[src/include/cpu_regs_map.svh]
// constants of the core register stack: addresses, widths, vectors
// assumes inclusion by bare name from the package and the core
`ifndef CPU_REGS_MAP_SVH
`define CPU_REGS_MAP_SVH

`define DATA_W          8
`define ADDR_W          8
`define PC_W            12
`define STACK_LEVELS    6
`define DEPTH_W         3

`define ADDR_POINTER_1  8'h80
`define ADDR_POINTER_2  8'h81
`define ADDR_SHORT_1    8'h82
`define ADDR_SHORT_2    8'h83
`define ADDR_SUM        8'hff

`define RESET_VECTOR    12'hffe
`define URGENT_VECTOR   12'hffc
`define DATA_RESET      8'h00
`define PC_ONE          12'h001
`define PC_ZERO         12'h000
`define DEPTH_ZERO      3'h0
`define DEPTH_ONE       3'h1
`define DEPTH_FULL      3'h6
`define OFFSET_SIGN     7
`define FLAGS_RESET     3'h0

`endif

[src/include/cpu_regs_pkg.sv]
// types of the core register stack
// assumes cpu_regs_map.svh on the include path
`include "cpu_regs_map.svh"

package cpu_regs_pkg;

    typedef enum logic [1:0] {
        CTX_NORMAL,
        CTX_IRQ,
        CTX_URGENT
    } ctx_t;

    typedef logic [`PC_W-1:0] pc_word_t;

    typedef struct packed {
        logic [`DATA_W-1:0]                 sum;
        logic [`DATA_W-1:0]                 ptr1;
        logic [`DATA_W-1:0]                 ptr2;
        logic [`DATA_W-1:0]                 slot1;
        logic [`DATA_W-1:0]                 slot2;
        pc_word_t                           pc;
        logic [`STACK_LEVELS-1:0][`PC_W-1:0] stack;
        logic [`DEPTH_W-1:0]                depth;
        ctx_t                               ctx;
        ctx_t                               ctx_prev;
        logic [2:0]                         carry;
        logic [2:0]                         zero;
        logic                               cur_carry;
        logic                               cur_zero;
        logic [`DATA_W-1:0]                 rdata;
        logic                               rhit;
    } state_t;

endpackage : cpu_regs_pkg

[src/core/cpu_core_register_stack.sv]
// programmer-visible registers, program counter, flag banks and
// six-level return stack of an 8-bit core
// assumes the sequencer raises at most one pc control per cycle and
// drives alu results on the same clock
//
// Summary of operation
// - 8-bit accumulator, also data address ffh
// - two pointers mirrored at 80h and 81h
// - two short slots mirrored at 82h, 83h
// - program counter is 12 bits wide
// - ordinary instruction advances counter by one
// - relative branch adds signed offset to counter
// - counter loads target, vector, reset, popped value
// - three flag pairs, only current context used
// - interrupt entry switches pair, return restores
// - pairs keep values across context switches
// - carry from arithmetic, bit test, rotate
// - zero set when result equals zero
// - reset selects urgent context flag pair
// - six 12-bit stack levels, no pointer
// - push shifts levels deeper, pc enters top
// - pop moves top into pc, levels rise
// - overflow keeps deepest position, oldest lost
// - empty-stack return continues with next instruction
// - stack holds return addresses only
// - reset clears stack, pc at 0ffeh
`timescale 1ns/1ps
`default_nettype none
`include "cpu_regs_map.svh"

module cpu_core_register_stack
    import cpu_regs_pkg::*;
(
    input  wire logic                clk,
    input  wire logic                rst_n,
    input  wire logic [`ADDR_W-1:0]  ds_addr,
    input  wire logic                ds_wr,
    input  wire logic                ds_rd,
    input  wire logic [`DATA_W-1:0]  ds_wdata,
    input  wire logic                alu_wr,
    input  wire logic [`DATA_W-1:0]  alu_result,
    input  wire logic                zero_wr,
    input  wire logic                carry_wr,
    input  wire logic                carry_val,
    input  wire logic                pc_inc,
    input  wire logic                branch,
    input  wire logic [`DATA_W-1:0]  branch_offset,
    input  wire logic                jump_op,
    input  wire logic                call_op,
    input  wire logic [`PC_W-1:0]    target,
    input  wire logic                irq_enter,
    input  wire logic [`PC_W-1:0]    irq_vector,
    input  wire logic                urgent_enter,
    input  wire logic                return_sub,
    input  wire logic                return_int,
    output logic [`DATA_W-1:0]       sum_register,
    output logic [`DATA_W-1:0]       pointer_1,
    output logic [`DATA_W-1:0]       pointer_2,
    output logic [`DATA_W-1:0]       short_slot_1,
    output logic [`DATA_W-1:0]       short_slot_2,
    output logic [`PC_W-1:0]         pc,
    output logic                     cur_carry,
    output logic                     cur_zero,
    output ctx_t                     context_now,
    output logic [`DEPTH_W-1:0]      stack_depth,
    output logic [`DATA_W-1:0]       ds_rdata,
    output logic                     ds_hit
);

    // ************************************************************
    // state
    // ************************************************************
    state_t state_reg;
    state_t state_next;

    pc_word_t offset_ext;
    logic     do_push;
    logic     do_pop;
    logic     rd_hit;

    // sign-extend so a backward branch wraps in 12 bits
    assign offset_ext = {{(`PC_W-`DATA_W){branch_offset[`OFFSET_SIGN]}},
                         branch_offset};
    assign do_push    = irq_enter | urgent_enter | call_op;
    assign do_pop     = return_sub | return_int;

    // ************************************************************
    // next state
    // ************************************************************
    always_comb
    begin
        state_next = state_reg;
        rd_hit     = 1'b0;

        // alu results land in the accumulator
        if (alu_wr)
        begin
            state_next.sum = alu_result;
        end

        // data-space mirrors; a direct write wins over the alu
        if (ds_wr)
        begin
            case (ds_addr)
                `ADDR_SUM:       state_next.sum   = ds_wdata;
                `ADDR_POINTER_1: state_next.ptr1  = ds_wdata;
                `ADDR_POINTER_2: state_next.ptr2  = ds_wdata;
                `ADDR_SHORT_1:   state_next.slot1 = ds_wdata;
                `ADDR_SHORT_2:   state_next.slot2 = ds_wdata;
                default:         state_next.sum   = state_next.sum;
            endcase
        end

        // reads answer one cycle later, flags and stack untouched
        state_next.rdata = `DATA_RESET;
        if (ds_rd)
        begin
            rd_hit = 1'b1;
            case (ds_addr)
                `ADDR_SUM:       state_next.rdata = state_reg.sum;
                `ADDR_POINTER_1: state_next.rdata = state_reg.ptr1;
                `ADDR_POINTER_2: state_next.rdata = state_reg.ptr2;
                `ADDR_SHORT_1:   state_next.rdata = state_reg.slot1;
                `ADDR_SHORT_2:   state_next.rdata = state_reg.slot2;
                default:         rd_hit = 1'b0;
            endcase
        end
        state_next.rhit = rd_hit;

        // flags of the active context only
        // a same-cycle switch still lands them in the old bank
        case (state_reg.ctx)
            CTX_NORMAL:
            begin
                if (carry_wr)
                    state_next.carry[0] = carry_val;
                if (zero_wr)
                    state_next.zero[0] = alu_result == `DATA_RESET;
            end
            CTX_IRQ:
            begin
                if (carry_wr)
                    state_next.carry[1] = carry_val;
                if (zero_wr)
                    state_next.zero[1] = alu_result == `DATA_RESET;
            end
            CTX_URGENT:
            begin
                if (carry_wr)
                    state_next.carry[2] = carry_val;
                if (zero_wr)
                    state_next.zero[2] = alu_result == `DATA_RESET;
            end
            default:
            begin
                state_next.carry = state_reg.carry;
            end
        endcase

        // program counter and stack; entry has highest priority
        if (do_push)
        begin
            // only the return address is saved, never data registers
            for (int i = `STACK_LEVELS-1; i > 0; i--)
            begin
                state_next.stack[i] = state_reg.stack[i-1];
            end
            state_next.stack[0] = state_reg.pc;
            // deepest level drops out silently; no overflow flag
            if (state_reg.depth != `DEPTH_FULL)
            begin
                state_next.depth = state_reg.depth + `DEPTH_ONE;
            end
            else
            begin
                state_next.depth = `DEPTH_FULL;
            end
            if (urgent_enter)
            begin
                state_next.pc       = `URGENT_VECTOR;
                state_next.ctx_prev = state_reg.ctx;
                state_next.ctx      = CTX_URGENT;
            end
            else if (irq_enter)
            begin
                state_next.pc       = irq_vector;
                state_next.ctx_prev = state_reg.ctx;
                state_next.ctx      = CTX_IRQ;
            end
            else
            begin
                state_next.pc = target;
            end
        end
        else if (jump_op)
        begin
            state_next.pc = target;
        end
        else if (do_pop)
        begin
            if (state_reg.depth == `DEPTH_ZERO)
            begin
                // empty stack: fall through to the next instruction
                state_next.pc = state_reg.pc + `PC_ONE;
            end
            else
            begin
                state_next.pc = state_reg.stack[0];
                for (int i = 0; i < `STACK_LEVELS-1; i++)
                begin
                    state_next.stack[i] = state_reg.stack[i+1];
                end
                // vacated deepest level reads back as zero
                state_next.stack[`STACK_LEVELS-1] = `PC_ZERO;
                state_next.depth = state_reg.depth - `DEPTH_ONE;
            end
            if (return_int)
            begin
                // one level of history; deeper nesting returns to normal
                state_next.ctx      = state_reg.ctx_prev;
                state_next.ctx_prev = CTX_NORMAL;
            end
        end
        else if (branch)
        begin
            state_next.pc = state_reg.pc + offset_ext;
        end
        else if (pc_inc)
        begin
            state_next.pc = state_reg.pc + `PC_ONE;
        end

        // visible pair follows the new context; banks cleared only by reset
        case (state_next.ctx)
            CTX_NORMAL:
            begin
                state_next.cur_carry = state_next.carry[0];
                state_next.cur_zero  = state_next.zero[0];
            end
            CTX_IRQ:
            begin
                state_next.cur_carry = state_next.carry[1];
                state_next.cur_zero  = state_next.zero[1];
            end
            default:
            begin
                state_next.cur_carry = state_next.carry[2];
                state_next.cur_zero  = state_next.zero[2];
            end
        endcase
    end

    // ************************************************************
    // registers
    // ************************************************************
    // reset starts in the urgent context at the reset vector
    always_ff @(posedge clk or negedge rst_n)
    begin
        if (!rst_n)
        begin
            state_reg.sum       <= `DATA_RESET;
            state_reg.ptr1      <= `DATA_RESET;
            state_reg.ptr2      <= `DATA_RESET;
            state_reg.slot1     <= `DATA_RESET;
            state_reg.slot2     <= `DATA_RESET;
            state_reg.pc        <= `RESET_VECTOR;
            state_reg.stack     <= '0;
            state_reg.depth     <= `DEPTH_ZERO;
            state_reg.ctx       <= CTX_URGENT;
            state_reg.ctx_prev  <= CTX_NORMAL;
            state_reg.carry     <= `FLAGS_RESET;
            state_reg.zero      <= `FLAGS_RESET;
            state_reg.cur_carry <= 1'b0;
            state_reg.cur_zero  <= 1'b0;
            state_reg.rdata     <= `DATA_RESET;
            state_reg.rhit      <= 1'b0;
        end
        else
        begin
            state_reg <= state_next;
        end
    end

    // ************************************************************
    // outputs
    // ************************************************************
    assign sum_register = state_reg.sum;
    assign pointer_1    = state_reg.ptr1;
    assign pointer_2    = state_reg.ptr2;
    assign short_slot_1 = state_reg.slot1;
    assign short_slot_2 = state_reg.slot2;
    assign pc           = state_reg.pc;
    assign cur_carry    = state_reg.cur_carry;
    assign cur_zero     = state_reg.cur_zero;
    assign context_now  = state_reg.ctx;
    assign stack_depth  = state_reg.depth;
    assign ds_rdata     = state_reg.rdata;
    assign ds_hit       = state_reg.rhit;

endmodule : cpu_core_register_stack

`default_nettype wire

[config.mk]
export PLATFORM = sky130hd
export DESIGN_NAME = cpu_core_register_stack
export DESIGN_NICKNAME = d
export VERILOG_FILES = /design/src/include/cpu_regs_pkg.sv /design/src/core/cpu_core_register_stack.sv
export VERILOG_INCLUDE_DIRS = /design/src /design/src/include
export SDC_FILE = /design/constraint.sdc
export NUM_CORES = 1
export LEC_CHECK = 0
export BUFFER_PORTS_ARGS = -buffer_cell sky130_fd_sc_hd__buf_2
export CAP_MARGIN = 10
export CORE_UTILIZATION = 40
export CTS_BUF_LIST = sky130_fd_sc_hd__clkbuf_4 sky130_fd_sc_hd__clkbuf_8
export CTS_CLUSTER_DIAMETER = 30
export CTS_CLUSTER_SIZE = 24
export DETAILED_ROUTE_END_ITERATION = 16
export PLACE_DENSITY = 0.65
export SLEW_MARGIN = 10
export SYNTH_ARGS = -nofsm -noshare
export SYNTH_HDL_FRONTEND = slang
export SYNTH_SLANG_ARGS = --single-unit
[constraint.sdc]
create_clock -name clk -period 4.05 [get_ports clk]
set_input_delay 0.81 -clock clk [delete_from_list [all_inputs] [get_ports clk]]
set_output_delay 0.81 -clock clk [all_outputs]
set_load 0.01 [all_outputs]
Word level (Yosys, flattened, before mapping) --
Cells that the tools add are included. Widths: inputs -> output; s select.
Storage, ports and cells: register bits after elaboration 148, output and inout port bits 68, bits in latches 0, input bits 72, ROM bits 0, memories 0, RAM bits 0
Cells by class: equality and inequality tests 12, reduce and logical (&&, ||, !) cells 14, shifts and indexed selects 0, $lt $le $gt $ge 0, divide/modulo/power cells 0, $mul 0, mux-type cells 39, add/subtract/negate cells 4, bitwise logic cells 3
Operator list (number):
- $mux 79 | 2
- $mux 91 | 1
- $mux 12 | 7
- $mux 75 | 1
- $mux 8 | 7
- $eq 8x8->1 const B | 5
- $mux 40 | 1
- $pmux 8 s5 | 1
- $mux 1 | 14
- $add 12x1->12 const B | 1
- $add 12x12->12 | 1
- $mux 4 | 3
- $logic_not 8->1 | 1
- $reduce_and 2->1 | 4
- $ne 3x3->1 const B | 2
- $reduce_bool 5->1 | 1
- $reduce_or 5->1 | 1
- $eq 2x1->1 const B | 2
- $logic_not 2->1 | 2
- $pmux 2 s2 | 1
- $reduce_and 4->1 | 1
- $reduce_bool 2->1 | 2
- $add 3x1->3 const B | 1
- $logic_not 3->1 | 1
- 7 further kinds | 9

Longest topological paths before layout --
depth after elaboration 8, mapped depth 9, depth with buffers taken out 9

Least setup slack after synthesis --
No wires, ideal clock.
path type input -> register, start point input branch_offset[3], end point register pc[9] (netlist name), data arrival time 2.454 ns, slack 1.523 ns, cell stages on the path 7, path through ha_1 and2_1 a221oi_2 a211oi_1 o31a_1 or3_1 a21oi_1
Between the ends: cells in the longest elaborated chain, start to end 5
Ends and longest elaborated chain:
- start, declared | line cpu_core_register_stack.sv:47 | input wire logic [`DATA_W-1:0] branch_offset,
- $add 12x12->12 | line cpu_core_register_stack.sv:226 | state_next.pc = state_reg.pc + offset_ext;
- $mux 12 | line cpu_core_register_stack.sv:224 | else if (branch)
- $mux 12 | line cpu_core_register_stack.sv:199 | else if (do_pop)
- $mux 12 | line cpu_core_register_stack.sv:195 | else if (jump_op)
- $mux 91 | line cpu_core_register_stack.sv:161 | if (do_push)
Every way passes these cells. A chain may end at the register's enable or synchronous reset.

Worst setup path after layout --
start point register state_reg, in the netlist stack_depth[0], end point register state_reg[43] (netlist bit)
Between the ends: cells in the longest elaborated chain, start to end 3
Ends and longest elaborated chain:
- start, declared | line cpu_core_register_stack.sv:73 | state_t state_reg;
- start signal, assigned | line cpu_core_register_stack.sv:280 | state_reg <= state_next;
- $logic_not 3->1 (no line)
- $ne 2x2->1 (no line)
- $reduce_and 3->1 (no line)
Every way passes these cells.

==> reports/qor.json <==
{
  "dr.pass1.iters": 5,
  "critPathArrivalTime_ps": 2920,
  "global_placer_s_final_weighted_congestion": 0.866,
  "synth_area_leaders": "dfrtp_1 (41%), mux2i_1 (8.6%), buf_4 (6.4%), o21ai_0 (5.6%), nand2_1 (5.2%)",
  "stdcell_count": 1189,
  "worst-r2r-cell-count": 8,
  "tritoncts_clock_tree": "yes",
  "combined_global_route_utilization_of_all_metal_layers_pct": 18.9,
  "final_cell_mix": "buf_2 (138), dfrtp_1 (136), nand2_1 (115), o21ai_0 (94), mux2i_1 (72)",
  "leakage_uw": 0.00436,
  "worst_margin_slew_ps": 819,
  "start_util_pct": 41.1,
  "placement_rows": 52,
  "dpl-instance-area_um2": 8830,
  "timing.final.crit_share_pct": 64.8,
  "cellPowerDensity_nw_per_um2": 414,
  "fin_crit_ps": 2620,
  "async_reset_ff_share_pct": 100,
  "setup_tns_ps": 0,
  "detail_routed_net_length_per_standard_cell_um": 16.8,
  "grt_antenna_before_repair": 0,
  "cts_setup_buffers": 0,
  "hold_violation_total_from_the_final_report": 0,
  "hp-class": "in2async",
  "launch_point_of_the_worst_reg_to_reg_path": "stack_depth[0]",
  "route.detailed.vias_per_inst": 5.36,
  "finalSetupViolations": 0,
  "crit_path_end_kind": "register",
  "die_height_um": 147,
  "io_buffers": 139,
  "timing.critical_path.fanout_max": 23,
  "ys_ff_latch": 148,
  "slew_violations": 0,
  "final_area_um2": 9220,
  "fmaxAchievable_ghz": 0.381,
  "worst_slack_ps": 1430,
  "peakVddDrop_v": 0.000187,
  "grt_start_max_net_pins": 86,
  "die_w_um": 147,
  "synth_top_area_share_pct": 40.7,
  "run_status": "complete, no violations",
  "overflow_left_after_global_routing": 0,
  "detailedRoute.firstIterationViolations": 286,
  "standard_cell_core_area_um2": 20400,
  "endpoint": "state_reg[43]",
  "post_placement_cell_count": 1157,
  "biggest_area_consumer_among_synthesized_cells": "dfrtp_1",
  "maxSlewHeadroom_pct": 45.0,
  "critical_register_to_register_path_endpoint": "state_reg[43]",
  "largest_register_ffs": 80,
  "die-area_um2": 21500,
  "tritoncts.num_buffers": 17,
  "design.final.nets": 995,
  "place_worst_setup_slack_ps": 1160,
  "drcViolationCount": 0,
  "maxCapViolations": 0,
  "htree_num_levels": 4,
  "holdBufCountCts": 0,
  "clkLatencyLatePin_ps": 450,
  "synth.avg_cell_area_um2": 9.88,
  "synth.yosys.seq_area_share_pct": 44.4,
  "area_delta_synth_final_pct": 10.1,
  "ant_nets": 0,
  "ys.flop_type": "dfrtp_1",
  "power.total_uw": 3810,
  "reg2reg_setup_slack_ps": 1430,
  "crit_path_start": "stack_depth[0]",
  "mappedNetlistArea_um2": 8370,
  "dr_total_vias": 6377,
  "synth_fp_nets": 936,
  "total_inserted_antenna_cells": 0,
  "critical_path_class": "reg2reg",
  "synth_warnings": 0,
  "cts.clk_slew.worst_paths_ps": 90,
  "layout_commonest_cell": "buf_2",
  "cts_max_path_buffers": 2,
  "clock_tree.root_cell": "clkbuf_8",
  "netlist_instances": 847,
  "vias_in_the_first_global_route": 6116,
  "clock_sinks": 148,
  "unrepaired_setup_endpoints_after_global_routing": "no",
  "startpoint_type": "register",
  "required_ps": 4350,
  "edff_count_synth": 0,
  "floorplan.io_pins": 140,
  "cts_repair_resize_count": 0,
  "clock_skew_ps": 11.2,
  "finalWirelength_um": 19900,
  "final_layout_size_suffix_gt1_share_pct": 27.6,
  "grt_pass1_wl_um": 32300,
  "dp_hpwl_um": 14300,
  "synthDistinctLibCells": 72
}
[metal layers]
metal | track usage (%) | share of wire (%)
met1 | 26.0 | 47
met2 | 29.1 | 46
met3 | 4.38 | 5.5
met4 | 6.98 | 1.9
met5 | 0 | 0
[critical path, stage by stage, from the launching register on]
cell and delay, ps:
dfrtp_1 410, inv_1 100, ha_1 230, nand2b_1 220, nand2_2 140, nor2_4 610
buf_4 430, mux2i_1 210, o21ai_0 100
[logic make-up (layout without fill, tap and decap cells)]
group / after synthesis / after routing / synth area share, %
buffers and inverters: 123 / 195 / 8.88
flip-flops: 148 / 148 / 44.4
AO/OA/AOI/OAI: 210 / 210 / 15.5
adder cells (fa/ha/maj): 17 / 17 / 2.63
multiplexers: 110 / 110 / 13.7
XOR/XNOR: 14 / 14 / 1.46
AND/OR/NAND/NOR: 225 / 225 / 13.4
[Yosys cell counts (all sizes together) (12+ instances only)]
master and count:
mux2 38, nor2 31, nand2 120, a21oi 38
dfrtp 136, mux2i 72, o21ai 98, buf 81
ha 16, inv 15, dfstp 12, clkbuf 27
nand3 13
[area by class of cell]
cell class / instances / area, µm²
inverter: 15 / 56.3
multi-input combinational: 576 / 3920
clock buffer: 18 / 241
fill: 1920 / 11100
clock inverter: 14 / 144
tap: 270 / 338
sequential: 148 / 3720
timing repair buffer: 148 / 795
[metrics by stage]
stage	hold slack [ps]	utilization, %
2_1_floorplan	459	-
3_3_place_gp	477	43.4
3_5_place_dp	483	43.4
4_1_cts	401	45.3
5_1_grt	434	45.3
6_report	387	45.3
[worst min-delay path by stage]
stage / end / slack, ps / depth (start not counted)
after floorplan: state_reg[17] / 460 / 2
after global placement: state_reg[11] / 480 / 1
after detailed placement: state_reg[13] / 480 / 1
after CTS: pointer_1[2] / 400 / 1
after global routing: pointer_1[2] / 430 / 1
final: pointer_1[2] / 390 / 1
[power breakdown]
part           switching (µW)  internal, µW
registers                 169          1670
clock network             612           512
logic                     478           372
total                    1260          2550
Note: power is estimated with default switching activity, not from simulation.
